<file path="src/dadc_params.svh">
`ifndef DADC_PARAMS_SVH
`define DADC_PARAMS_SVH

// ----------------------------------------------------------------
// register offsets on the 8-bit internal bus (5 low address bits)
// ----------------------------------------------------------------
`define DADC_ADDR_W 5
`define DADC_OFS_DATA_BASE 5'h00
`define DADC_OFS_CSR0 5'h10
`define DADC_OFS_CSR1 5'h11
`define DADC_OFS_TRG0 5'h12
`define DADC_OFS_TRG1 5'h13

// ----------------------------------------------------------------
// reset values and field positions
// ----------------------------------------------------------------
`define DADC_CSR_RST 8'h00
`define DADC_TRG_RST 8'h7F
`define DADC_TRG_RSV_ONES 7'h7F
`define DADC_CSR_FLAG_BIT 7
`define DADC_TRG_EN_BIT 7
`define DADC_RES_LSB_ALIGN 6'h00

// ----------------------------------------------------------------
// timing in states (one state = one clk_sys_i cycle)
// ----------------------------------------------------------------
`define DADC_TCONV_MAX_S0 9'h10A
`define DADC_TCONV_MAX_S1 9'h086
`define DADC_TD_MIN_S0 9'h00A
`define DADC_TD_MAX_S0 9'h011
`define DADC_TD_MIN_S1 9'h006
`define DADC_TD_MAX_S1 9'h009
`define DADC_SPL_S0 9'h040
`define DADC_SPL_S1 9'h020
`define DADC_TNEXT_S0 9'h100
`define DADC_TNEXT_S1 9'h080
`define DADC_CONV_S0 (`DADC_TCONV_MAX_S0 - `DADC_TD_MAX_S0 - `DADC_SPL_S0)
`define DADC_CONV_S1 (`DADC_TCONV_MAX_S1 - `DADC_TD_MAX_S1 - `DADC_SPL_S1)
`define DADC_GAP_S0 (`DADC_TNEXT_S0 - `DADC_SPL_S0 - `DADC_CONV_S0)
`define DADC_GAP_S1 (`DADC_TNEXT_S1 - `DADC_SPL_S1 - `DADC_CONV_S1)
`define DADC_ALIGN_S0 3'h7
`define DADC_ALIGN_S1 3'h3
`define DADC_STEP_MASK_S0 9'h00F
`define DADC_STEP_MASK_S1 9'h007

`endif

</file>
<file path="src/dadc_pkg.sv">
package dadc_pkg;

   // conversion sequencer states, gray along idle-delay-align-sample-convert
   typedef enum logic [2:0] {
      DADC_IDLE = 3'h0,
      DADC_DELAY = 3'h1,
      DADC_ALIGN = 3'h3,
      DADC_SAMPLE = 3'h2,
      DADC_CONVERT = 3'h6
   } dadc_state_e;

   // control/status register layout
   typedef struct packed {
      logic conversion_end_flag;
      logic end_interrupt_enable;
      logic start;
      logic scan;
      logic speed_select;
      logic rsv;
      logic channel_select_high;
      logic channel_select_low;
   } dadc_csr_s;

   // per-unit analog front-end controls
   typedef struct packed {
      logic sample;
      logic [1:0] chan;
      logic [9:0] dac;
   } dadc_afe_s;

endpackage

</file>
<file path="src/dadc_sequencer.sv">
// Functional notes
// - speed bit 0 gives 266 states max first conversion, 1 gives 134.
// - control/status bit 2 reads 0; software writes 0.
// - single mode: channel bits pick one of the unit's four inputs.
// - scan mode: channel bits 00..11 scan the first one to four inputs.
// - power-on reset and standby load trigger register with 0x7F.
// - trigger enable 1 lets pin falling edge or timer trigger start.
// - trigger pin and timer shared; enable is OR of both units.
// - trigger register bits 6..0 read 1; software writes 1.
// - upper byte read returns directly and latches lower byte for later.
// - each unit converts by 10-bit successive approximation.
// - single mode start bit holds during conversion, self clears at end.
// - result stored in the register of the converted input.
// - end flag set at conversion or scan end; irq when flag and enable.
// - end flag clears only by writing 0 after reading it as 1.
// - new mode or channel accepted in the write that sets start.
// - scan converts inputs ascending, each starting right after the last.
// - scan repeats while start is 1; restart begins at first input.
// - start delay 10..17 states at speed 0, 6..9 at speed 1.
// - first conversion 259..266 / 131..134; later ones 256 / 128 exactly.
// - result left-aligned in 16 bits, low bits 5..0 read 0.
// - inputs 0..3 go to unit 0 registers, 4..7 to unit 1.
`timescale 1ns/100ps
`default_nettype none
`include "dadc_params.svh"

module dadc_sequencer
   import dadc_pkg::*;
#(
   parameter int RES_BITS = 10,
   parameter int NUM_UNITS = 2
) (
   // clock and reset
   input wire logic clk_sys_i,
   input wire logic sys_rst_i,
   input wire logic standby_i,
   // 8-bit internal cpu bus
   input wire logic [`DADC_ADDR_W-1:0] bus_addr_i,
   input wire logic bus_rd_i,
   input wire logic bus_wr_i,
   input wire logic [7:0] bus_wdata_i,
   output logic [7:0] bus_rdata_o,
   // triggers
   input wire logic external_trigger_pin_n_i,
   input wire logic timer_unit_trigger_i,
   // analog front end, one entry per unit
   input wire logic [NUM_UNITS-1:0] comp_i,
   output dadc_afe_s [NUM_UNITS-1:0] afe_o,
   // completion interrupt requests
   output logic [NUM_UNITS-1:0] completion_interrupt_o
);

   // ----------------------------------------------------------------
   // elaboration checks
   // ----------------------------------------------------------------
   // the register layout only holds a 10-bit result in a 16-bit word
   if (RES_BITS != 10) begin : g_bad_res
      $error("dadc_sequencer: RES_BITS must be 10");
   end
   if (NUM_UNITS != 2) begin : g_bad_units
      $error("dadc_sequencer: NUM_UNITS must be 2");
   end

   // ----------------------------------------------------------------
   // address decode helpers
   // ----------------------------------------------------------------
   // data byte address: {0, unit, channel[1:0], low}
   function automatic logic is_data(input logic [`DADC_ADDR_W-1:0] a);
      return (a & 5'h10) == `DADC_OFS_DATA_BASE;
   endfunction

   function automatic logic is_csr(input logic [`DADC_ADDR_W-1:0] a, input logic u);
      return a == (u ? `DADC_OFS_CSR1 : `DADC_OFS_CSR0);
   endfunction

   function automatic logic is_trg(input logic [`DADC_ADDR_W-1:0] a, input logic u);
      return a == (u ? `DADC_OFS_TRG1 : `DADC_OFS_TRG0);
   endfunction

   // ----------------------------------------------------------------
   // shared trigger logic
   // ----------------------------------------------------------------
   logic pin_q, pin_d;
   logic [2:0] phase_q, phase_d;
   logic [NUM_UNITS-1:0] trg_en;
   logic trig_start;

   // pin is synchronous; falling edge is the first transition of a low pulse
   always_comb begin
      pin_d = external_trigger_pin_n_i;
      phase_d = phase_q + 3'h1;
   end

   always_ff @(posedge clk_sys_i) begin
      if (sys_rst_i) begin
         pin_q <= 1'b1;
         phase_q <= 3'h0;
      end else begin
         pin_q <= pin_d;
         phase_q <= phase_d;
      end
   end

   // both units see the same trigger, gated by either enable
   assign trig_start = (|trg_en) && ((pin_q && !external_trigger_pin_n_i) || timer_unit_trigger_i);

   // ----------------------------------------------------------------
   // converter units
   // ----------------------------------------------------------------
   logic [NUM_UNITS-1:0][7:0] csr_rd;
   logic [NUM_UNITS-1:0][7:0] temp_rd;
   logic [NUM_UNITS-1:0][3:0][RES_BITS-1:0] res_rd;

   for (genvar u = 0; u < NUM_UNITS; u++) begin : g_unit
      dadc_csr_s csr_q, csr_d;
      logic trig_en_q, trig_en_d;
      logic seen_q, seen_d;
      dadc_state_e st_q, st_d;
      logic [8:0] cnt_q, cnt_d;
      logic [1:0] chan_q, chan_d;
      logic first_q, first_d;
      logic [3:0][RES_BITS-1:0] res_q, res_d;
      logic [7:0] temp_q, temp_d;
      logic sar_start, sar_step;
      logic [RES_BITS-1:0] sar_code;
      logic wr_csr, rd_csr, wr_trg, rd_hi;
      logic [1:0] group_last;
      logic [2:0] align_mask;
      logic [8:0] step_mask;
      logic [8:0] td_load, gap_load, spl_load, conv_load;

      assign wr_csr = bus_wr_i && is_csr(bus_addr_i, 1'(u));
      assign rd_csr = bus_rd_i && is_csr(bus_addr_i, 1'(u));
      assign wr_trg = bus_wr_i && is_trg(bus_addr_i, 1'(u));
      assign rd_hi = bus_rd_i && is_data(bus_addr_i) && (bus_addr_i[3] == 1'(u)) && !bus_addr_i[0];
      assign group_last = {csr_q.channel_select_high, csr_q.channel_select_low};

      // phase lengths by speed; counters load length minus one, the delay loads its minimum minus three
      always_comb begin
         if (csr_q.speed_select) begin
            td_load = `DADC_TD_MIN_S1 - 9'h003;
            gap_load = `DADC_GAP_S1 - 9'h001;
            spl_load = `DADC_SPL_S1 - 9'h001;
            conv_load = `DADC_CONV_S1 - 9'h001;
            align_mask = `DADC_ALIGN_S1;
            step_mask = `DADC_STEP_MASK_S1;
         end else begin
            td_load = `DADC_TD_MIN_S0 - 9'h003;
            gap_load = `DADC_GAP_S0 - 9'h001;
            spl_load = `DADC_SPL_S0 - 9'h001;
            conv_load = `DADC_CONV_S0 - 9'h001;
            align_mask = `DADC_ALIGN_S0;
            step_mask = `DADC_STEP_MASK_S0;
         end
      end

      assign sar_start = (st_q == DADC_SAMPLE) && (cnt_q == 9'h000);
      assign sar_step = (st_q == DADC_CONVERT) && ((cnt_q & step_mask) == 9'h000);

      // registers and sequencer next state
      always_comb begin
         csr_d = csr_q;
         trig_en_d = trig_en_q;
         seen_d = seen_q;
         st_d = st_q;
         cnt_d = cnt_q;
         chan_d = chan_q;
         first_d = first_q;
         res_d = res_q;
         temp_d = temp_q;
         // cpu side
         if (rd_csr && csr_q.conversion_end_flag) begin
            seen_d = 1'b1;
         end
         if (wr_csr) begin
            // mode, speed and channel are taken even mid-conversion; user must stop first
            csr_d.end_interrupt_enable = bus_wdata_i[6];
            csr_d.start = bus_wdata_i[5];
            csr_d.scan = bus_wdata_i[4];
            csr_d.speed_select = bus_wdata_i[3];
            csr_d.channel_select_high = bus_wdata_i[1];
            csr_d.channel_select_low = bus_wdata_i[0];
            if (!bus_wdata_i[`DADC_CSR_FLAG_BIT] && seen_q) begin
               csr_d.conversion_end_flag = 1'b0;
            end
            seen_d = 1'b0;
         end
         if (wr_trg) begin
            trig_en_d = bus_wdata_i[`DADC_TRG_EN_BIT];
         end
         if (rd_hi) begin
            temp_d = {res_q[bus_addr_i[2:1]][1:0], `DADC_RES_LSB_ALIGN};
         end
         if (trig_start) begin
            csr_d.start = 1'b1;
         end
         // sequencer
         case (st_q)
            DADC_IDLE: begin
               if (csr_q.start) begin
                  // selection as it stands when the start bit went high
                  chan_d = csr_q.scan ? 2'h0 : group_last;
                  cnt_d = td_load;
                  first_d = 1'b1;
                  st_d = DADC_DELAY;
               end
            end
            DADC_DELAY: begin
               cnt_d = cnt_q - 9'h001;
               if (cnt_q == 9'h000) begin
                  cnt_d = spl_load;
                  st_d = first_q ? DADC_ALIGN : DADC_SAMPLE;
               end
            end
            DADC_ALIGN: begin
               // waits for the prescaler phase, so the delay depends on write timing
               if ((phase_q & align_mask) == 3'h0) begin
                  cnt_d = spl_load;
                  st_d = DADC_SAMPLE;
               end
            end
            DADC_SAMPLE: begin
               cnt_d = cnt_q - 9'h001;
               if (cnt_q == 9'h000) begin
                  cnt_d = conv_load;
                  st_d = DADC_CONVERT;
               end
            end
            DADC_CONVERT: begin
               cnt_d = cnt_q - 9'h001;
               if (cnt_q == 9'h000) begin
                  res_d[chan_q] = sar_code;
                  first_d = 1'b0;
                  if (!csr_q.scan) begin
                     csr_d.conversion_end_flag = 1'b1;
                     csr_d.start = 1'b0;
                     st_d = DADC_IDLE;
                  end else begin
                     if (chan_q == group_last) begin
                        csr_d.conversion_end_flag = 1'b1;
                        chan_d = 2'h0;
                     end else begin
                        chan_d = chan_q + 2'h1;
                     end
                     cnt_d = gap_load;
                     st_d = DADC_DELAY;
                  end
               end
            end
            default: begin
               st_d = DADC_IDLE;
            end
         endcase
         // clearing start aborts; a later set restarts from the first input
         if (st_q != DADC_IDLE && !csr_q.start) begin
            st_d = DADC_IDLE;
         end
         // standby initialises registers, results and state like power-on reset, not the counters or read data
         if (standby_i) begin
            csr_d = `DADC_CSR_RST;
            trig_en_d = 1'(`DADC_TRG_RST >> `DADC_TRG_EN_BIT);
            seen_d = 1'b0;
            st_d = DADC_IDLE;
            res_d = '0;
            temp_d = 8'h00;
         end
      end

      always_ff @(posedge clk_sys_i) begin
         if (sys_rst_i) begin
            csr_q <= `DADC_CSR_RST;
            trig_en_q <= 1'(`DADC_TRG_RST >> `DADC_TRG_EN_BIT);
            seen_q <= 1'b0;
            st_q <= DADC_IDLE;
            cnt_q <= 9'h000;
            chan_q <= 2'h0;
            first_q <= 1'b0;
            res_q <= '0;
            temp_q <= 8'h00;
         end else begin
            csr_q <= csr_d;
            trig_en_q <= trig_en_d;
            seen_q <= seen_d;
            st_q <= st_d;
            cnt_q <= cnt_d;
            chan_q <= chan_d;
            first_q <= first_d;
            res_q <= res_d;
            temp_q <= temp_d;
         end
      end

      // successive approximation register
      dadc_sar #(
         .RES_BITS(RES_BITS)
      ) u_sar (
         .clk_sys_i(clk_sys_i),
         .sys_rst_i(sys_rst_i),
         .start_i(sar_start),
         .step_i(sar_step),
         .comp_i(comp_i[u]),
         .code_o(sar_code),
         .done_o()
      );

      // read views and front-end drive
      always_comb begin
         csr_rd[u] = csr_q;
         csr_rd[u][2] = 1'b0;
      end
      assign temp_rd[u] = temp_q;
      assign res_rd[u] = res_q;
      assign trg_en[u] = trig_en_q;
      assign afe_o[u].sample = (st_q == DADC_SAMPLE);
      assign afe_o[u].chan = chan_q;
      assign afe_o[u].dac = sar_code;
      assign completion_interrupt_o[u] = csr_q.conversion_end_flag && csr_q.end_interrupt_enable;
   end

   // ----------------------------------------------------------------
   // read data mux, registered
   // ----------------------------------------------------------------
   logic [7:0] rdata_q, rdata_d;

   // lower byte comes from the latch, so upper-then-lower is consistent
   always_comb begin
      rdata_d = rdata_q;
      if (bus_rd_i) begin
         rdata_d = 8'h00;
         if (is_data(bus_addr_i)) begin
            if (bus_addr_i[0]) begin
               rdata_d = temp_rd[bus_addr_i[3]];
            end else begin
               rdata_d = res_rd[bus_addr_i[3]][bus_addr_i[2:1]][RES_BITS-1:2];
            end
         end else begin
            for (int k = 0; k < NUM_UNITS; k++) begin
               if (is_csr(bus_addr_i, k[0])) begin
                  rdata_d = csr_rd[k];
               end
               if (is_trg(bus_addr_i, k[0])) begin
                  rdata_d = {trg_en[k], `DADC_TRG_RSV_ONES};
               end
            end
         end
      end
   end

   always_ff @(posedge clk_sys_i) begin
      if (sys_rst_i) begin
         rdata_q <= 8'h00;
      end else begin
         rdata_q <= rdata_d;
      end
   end

   assign bus_rdata_o = rdata_q;

endmodule

`default_nettype wire

</file>
<file path="src/dadc_sar.sv">
`timescale 1ns/100ps
`default_nettype none

module dadc_sar
   import dadc_pkg::*;
#(
   parameter int RES_BITS = 10
) (
   // clock and reset
   input wire logic clk_sys_i,
   input wire logic sys_rst_i,
   // control
   input wire logic start_i,
   input wire logic step_i,
   input wire logic comp_i,
   // result
   output logic [RES_BITS-1:0] code_o,
   output logic done_o
);

   logic [RES_BITS-1:0] code_q, code_d;
   logic [RES_BITS-1:0] trial_q, trial_d;
   logic done_q, done_d;

   // one bit decided per step, msb first; comp_i high keeps the trial bit
   always_comb begin
      code_d = code_q;
      trial_d = trial_q;
      done_d = done_q;
      if (start_i) begin
         trial_d = {1'b1, {(RES_BITS-1){1'b0}}};
         code_d = trial_d;
         done_d = 1'b0;
      end else if (step_i && !done_q) begin
         if (!comp_i) begin
            code_d = code_q & ~trial_q;
         end
         trial_d = trial_q >> 1;
         code_d = code_d | trial_d;
         done_d = trial_q[0];
      end
   end

   always_ff @(posedge clk_sys_i) begin
      if (sys_rst_i) begin
         code_q <= '0;
         trial_q <= '0;
         done_q <= 1'b0;
      end else begin
         code_q <= code_d;
         trial_q <= trial_d;
         done_q <= done_d;
      end
   end

   assign code_o = code_q;
   assign done_o = done_q;

endmodule

`default_nettype wire

</file>
<file path="config.mk">
export PLATFORM = sky130hd
export DESIGN_NAME = dadc_sequencer
export DESIGN_NICKNAME = d
export VERILOG_FILES = /design/src/dadc_pkg.sv /design/src/dadc_sequencer.sv /design/src/dadc_sar.sv
export VERILOG_INCLUDE_DIRS = /design/src
export SDC_FILE = /design/constraint.sdc
export NUM_CORES = 1
export LEC_CHECK = 0
export ABC_AREA = 1
export BUFFER_PORTS_ARGS = -buffer_cell sky130_fd_sc_hd__buf_2
export CAP_MARGIN = 10
export CORE_ASPECT_RATIO = 1.2
export CORE_MARGIN = 4
export CORE_UTILIZATION = 35
export CTS_CLUSTER_DIAMETER = 60
export DETAILED_ROUTE_END_ITERATION = 8
export PLACE_DENSITY = 0.52
export SYNTH_ARGS = -nofsm -noshare
export SYNTH_HDL_FRONTEND = slang
export SYNTH_SLANG_ARGS = --single-unit
</file>
<file path="constraint.sdc">
create_clock -name clk_sys_i -period 4.6 [get_ports clk_sys_i]
set_input_delay 0.46 -clock clk_sys_i [delete_from_list [all_inputs] [get_ports clk_sys_i]]
set_output_delay 0.46 -clock clk_sys_i [all_outputs]
set_load 0.05 [all_outputs]
</file>
==> results of run 1 <==
## final cells by class
cell class                      instances  share of cell area, %
Multi-Input combinational cell        830                   42.8
Antenna cell                            1                 0.0259
Inverter                              139                   5.40
Tap cell                              320                   4.14
Timing Repair Buffer                   61                   3.29
Clock buffer                           18                   4.54
Sequential cell                       186                   38.5
Clock inverter                         13                   1.26
## cells by family after synthesis
kind of cell | count (synthesis) | share of synthesized area [%]
buffers and inverters | 196 | 9.43
flip-flops | 186 | 42.9
adder cells (fa/ha/maj) | 12 | 1.73
AND/OR/NAND/NOR | 427 | 21.9
XOR/XNOR | 13 | 1.31
AO/OA/AOI/OAI | 378 | 22.8
## where the power goes
part	total (W)	switching (W)	internal [W]
registers	0.00163	0.00000755	0.00162
clock network	0.00142	0.000655	0.000761
logic	0.000207	0.000151	0.0000560
total	0.00325	0.000813	0.00244
## registers in the layout, summed over array words and instances, names as in the netlist, 3 cells and up
name                  flops
g_unit.res_q             80
g_unit.u_sar.code_o      20
g_unit.u_sar.trial_q     20
g_unit.cnt_q             18
csr_rd                   14
bus_rdata_o               8
g_unit.st_q               6
g_unit.chan_q             4
g_unit.temp_q             4
phase_q                   3
## final timing paths
check                           cells past startpoint                               end  slack (ns)
worst min register to register                      2  g_unit[1].res_q[29]$_SDFFE_PP0P_        0.45
worst max register to register                      9  g_unit[0].res_q[10]$_SDFFE_PP0P_        1.62
worst max-delay path                                9  g_unit[0].res_q[10]$_SDFFE_PP0P_        1.62
worst min-delay path                                3                  pin_q$_SDFF_PP1_        0.22
## critical path, stage by stage (launching register included)
cell and delay [ns]:
dfxtp_1 0.30, inv_1 0.15, ha_1 0.26, nand3_2 0.13
nor2_2 0.19, nand2_1 0.28, nor2_2 0.70, nand2_1 0.49
o21ai_0 0.30, a21oi_1 0.06
## metrics by stage
step | total power, W | utilization, % | setup WS, ns
after floorplan | 0.00181 | - | 2.74
after global placement | 0.00187 | 37.6 | 1.67
after detailed placement | 0.00187 | 37.6 | 1.63
after CTS | 0.00329 | 39.9 | 1.62
after global routing | 0.00338 | 39.9 | 1.25
final | 0.00325 | 39.9 | 1.62
## routing by layer
| metal | global-route usage [%] | wire [um] |
|---|---|---|
| met1 | 24.5 | 11500 |
| met4 | 4.53 | 335 |
| met2 | 28.4 | 11200 |
| met5 | 0 | 12 |
| met3 | 3.09 | 851 |
## Yosys cell counts (3+ instances only)
cell	number
or2_2	3
buf_2	6
o211ai_1	15
clkinv_1	3
inv_2	10
clkbuf_1	34
xor2_1	8
buf_4	10
nor3_1	7
inv_1	126
nand4_1	11
xnor2_1	5
nand2_2	3
nand2_4	5
nand3_1	100
ha_1	12
dfxtp_1	186
o31ai_1	4
a211oi_1	3
buf_6	5
a21oi_1	214
a31oi_1	6
nand2_1	230
o21ai_0	128
nor2_1	52
nor2_2	6
nor2_4	4
==> reports/metrics.cfg, run 1 <==
[floorplanning]
die_w_um = 152
rows = 62
die-area_um2 = 27400
start_util_pct = 35.9
ios = 58
die_h_um = 181
core-area_um2 = 24200

[clock_tree]
max-clock-path-buffers = 2
htreeDepth = 4
root_buffer = clkbuf_16
clock_latency_ns = 0.43
cts_hold_buf = 0
tritoncts = yes
numCtsBuffers = 17
cts_setup_buffers = 0
clock_sinks = 186
post_cts_resized = 0
clk_pin_slew_worst_paths_ns = 0.07

[logic_synthesis]
yosysTopAreaCell = dfxtp_1
ys_ff_latch = 186
syn_area_per_cell_um2 = 7.16
syn_inst = 1212
synthFlopType = dfxtp_1
syn-cell-area_um2 = 8680
synth_edf_count = 0
synth_area_leaders = dfxtp_1 43%, a21oi_1 12%, nand2_1 9.9%
yosysWarnings = 0
seq_area_frac_synth_pct = 42.9
yosysUniqueCellTypes = 39
syn_nets = 1246
ys_async_sr_fraction_pct = 0
synth.top_cell.area_share_pct = 42.9

[pwr]
p_per_area_nw_per_um2 = 336
ir_worst_vdd_v = 0.000225
p_leak_nw = 3.74

[detailed_routing]
vias = 7815
drt-initial-drc-count = 564
firstDrtPassIters = 5
routed_wl_um = 23900
wire_per_inst_um = 15.2
drcViolationCount = 0
ant_nets = 0
vias_per_cell = 4.98

[worst_setup_path]
startpoint = g_unit[0].cnt_q[0]$_SDFFE_PP0P_
cp_data_arrival_time_ns = 3.29
critPathKind = reg2reg
start_kind = register
reg2reg_from = g_unit[0].cnt_q[0]$_SDFFE_PP0P_
cp-end-kind = register
crit_fanout = 20
required_ns = 4.90

[global_route]
grt_max_degree = 55
first_global_vias = 7278
overflow = 0
grt_pass1_wl_um = 38700
grt_usage_pct = 17.7
antenna_found_initial = 2

[min_path]
hold_path.startpoint = external_trigger_pin_n_i
hp-class = in2reg

[sta]
whs_ns = 0.223
tightest_slew_ns = 1.01
finalSetupViolCount = 0
finalMaxSlewViolations = 0
relSlewSlack_pct = 32.5
tns_ns = 0
fin_crit_sh_pct = 64.8
finalCriticalPeriod_ns = 2.98
rsz0062_at_grt = no
fmax_mhz = 335
hold_viol_final = 0
fin_skew_ns = 0.0104

[finish]
design_area_um2 = 9670
area_delta_synth_final_pct = 11.4
regArea_um2 = 3720
nFillCells = 2643
layout_commonest_cell = nand2_1
multiInputGateArea_um2 = 4140
final_cell_mix = 230 x nand2_1, 214 x a21oi_1, 186 x dfxtp_1, 128 x o21ai_0, 126 x inv_1
final_cells = 1568
drive_above_1_share_pct = 10.4
nets = 1269

[outcome]
status = finished, final reports clean

[place]
portBuffers = 56
placed_cells = 1536
gp_congestion = 0.873
placed_area_um2 = 9100
dp.final_hpwl_um = 17000

[flow_run]
maxCapViolCount = 0

Power figures use the tool's default switching activity.
==> run 2: changes to the inputs <==
Clock period 4.6 ns to 2.9 ns, I/O delays scaled along.
==> run 2 against run 1 <==
Net effect: core utilization increased by 0.16 points; fmax up 21%; wire length grew 1.7%; clock power increased by 55%; sequential share of layout area fell by 0.15 points; clock skew grew 0.0011 ns; clock-buffer cell count grew 3; global-route usage is 0.17 points higher; setup slack worse by 1.2 ns; highest routed layer is now met4.
==> reports/metrics.cfg, run 2 (synthesis results as in run 1) <==
[floorplanning]
core-area_um2 = 24200
rows = 62
ios = 58
die_w_um = 152
die-area_um2 = 27400
die_h_um = 181
start_util_pct = 35.9

[sta]
fin_skew_ns = 0.0115
finalMaxSlewViolations = 0
fin_crit_sh_pct = 85.2
rsz0062_at_grt = no
tightest_slew_ns = 0.630
tns_ns = 0
setup_ws_ns = 0.429
whs_ns = 0.0608
finalCriticalPeriod_ns = 2.47
fmax_mhz = 405
finalSetupViolCount = 0
hold_viol_final = 0
relSlewSlack_pct = 57.9

[detailed_routing]
vias = 7844
routed_wl_um = 24300
vias_per_cell = 4.99
ant_nets = 0
top_layer_used = met4
drcViolationCount = 0
firstDrtPassIters = 5
met2_length_um = 11700
wire_per_inst_um = 15.4
drt-initial-drc-count = 496
wl_met3_um = 718
drt-met1-wl_um = 11500

[clock_tree]
max-clock-path-buffers = 2
numCtsBuffers = 17
htreeDepth = 4
clock_sinks = 186
post_cts_resized = 0
cts_setup_buffers = 0
clk_pin_slew_worst_paths_ns = 0.07
clock_latency_ns = 0.43
root_buffer = clkbuf_16
tritoncts = yes
cts_hold_buf = 0

[worst_setup_path]
worstReg2RegEnd = g_unit[0].res_q[11]$_SDFFE_PP0P_
required_ns = 3.20
critPathKind = reg2reg
reg2reg_from = g_unit[0].cnt_q[0]$_SDFFE_PP0P_
reg2regPathDepth = 9
crit_fanout = 14
ff2ff_setup_slack_ns = 0.43
cp_data_arrival_time_ns = 2.77
startpoint = g_unit[0].cnt_q[0]$_SDFFE_PP0P_
cp-end-kind = register
start_kind = register

[pwr]
p_per_area_nw_per_um2 = 528
fin_total_pwr_w = 0.00512
p_leak_nw = 3.77
ir_worst_vdd_v = 0.000435

[global_route]
grt_pass1_wl_um = 39100
first_global_vias = 7403
grt_usage_pct = 17.9
grt_max_degree = 57
overflow = 0
antenna_found_initial = 0

[outcome]
status = finished, final reports clean

[finish]
drive_above_1_share_pct = 10.6
final_cell_mix = 230 x nand2_1, 214 x a21oi_1, 186 x dfxtp_1, 128 x o21ai_0, 126 x inv_1
top_register = g_unit.res_q
nets = 1273
layout_commonest_cell = nand2_1
area_delta_synth_final_pct = 11.8
largest_reg_flops = 80
antenna_cells = 0

[place]
gp_congestion = 0.872
portBuffers = 56
pre_cts_ws_ns = 0.480
dp.final_hpwl_um = 17300

[min_path]
hold_end = pin_q$_SDFF_PP1_
hold_path_depth = 3
hold_path.startpoint = external_trigger_pin_n_i
hp-class = in2reg

[flow_run]
maxCapViolCount = 0

==> run 2: changes by cell type in the layout (fill, tap and decap cells not counted), sizes merged <==
cell / previous run / this run
buf: 61 / 65
bufinv: 1 / 0
clkbuf: 18 / 21
clkinvlp: 5 / 2
diode: 1 / 0
inv: 138 / 140
==> run 2: routing by layer <==
layer / up-vias / GRT usage, %
met5: - / 0
met4: 0 / 4.75
met3: 24 / 2.82
met2: 111 / 29.7
met1: 3606 / 24.0
li1: 4103 / -
==> run 2: report_power, final <==
group / internal (W) / switching [W]
sequential: 0.00257 / 0.0000119
clock: 0.00116 / 0.00104
combinational: 0.0000957 / 0.000245
total: 0.00382 / 0.00130
==> run 2: cell type report <==
type | count | area (um2)
fillers | 2591 | 14500
inverters | 139 | 522
multi-input cells | 830 | 4140
well taps | 320 | 400
clock inverters | 11 | 86.3
flip-flops and latches | 186 | 3720
clock buffers | 21 | 460
repair buffers | 65 | 373
==> run 2: through the flow <==
step / instance area [um2] / std cells / utilization, %
after global placement: 9160 / 1540 / 37.8
after CTS: 9710 / 1572 / 40.1
after global routing: 9710 / 1572 / 40.1
after detailed placement: 9160 / 1540 / 37.8
final: 9710 / 1572 / 40.1
after floorplan: 8680 / 1212 / -
==> run 2: worst max-delay path: stages, from the launching register on <==
cell     delay [ns]
dfxtp_1        0.30
inv_1          0.13
ha_1           0.24
nand3_2        0.14
nor2_2         0.17
nand2_1        0.10
nor2_2         0.48
nand2_1        0.44
o21ai_0        0.27
a21oi_1        0.06
==> run 2: worst max-delay path by stage <==
stage | end | slack (ns) | depth (start not counted)
after floorplan | g_unit[1].u_sar.code_o[8]$_SDFFE_PP0P_ | 1.04 | 8
after global placement | g_unit[0].res_q[10]$_SDFFE_PP0P_ | 0.54 | 9
after detailed placement | g_unit[0].res_q[11]$_SDFFE_PP0P_ | 0.48 | 9
after CTS | g_unit[0].res_q[11]$_SDFFE_PP0P_ | 0.43 | 9
after global routing | g_unit[0].res_q[11]$_SDFFE_PP0P_ | 0.17 | 9
final | g_unit[0].res_q[11]$_SDFFE_PP0P_ | 0.43 | 9
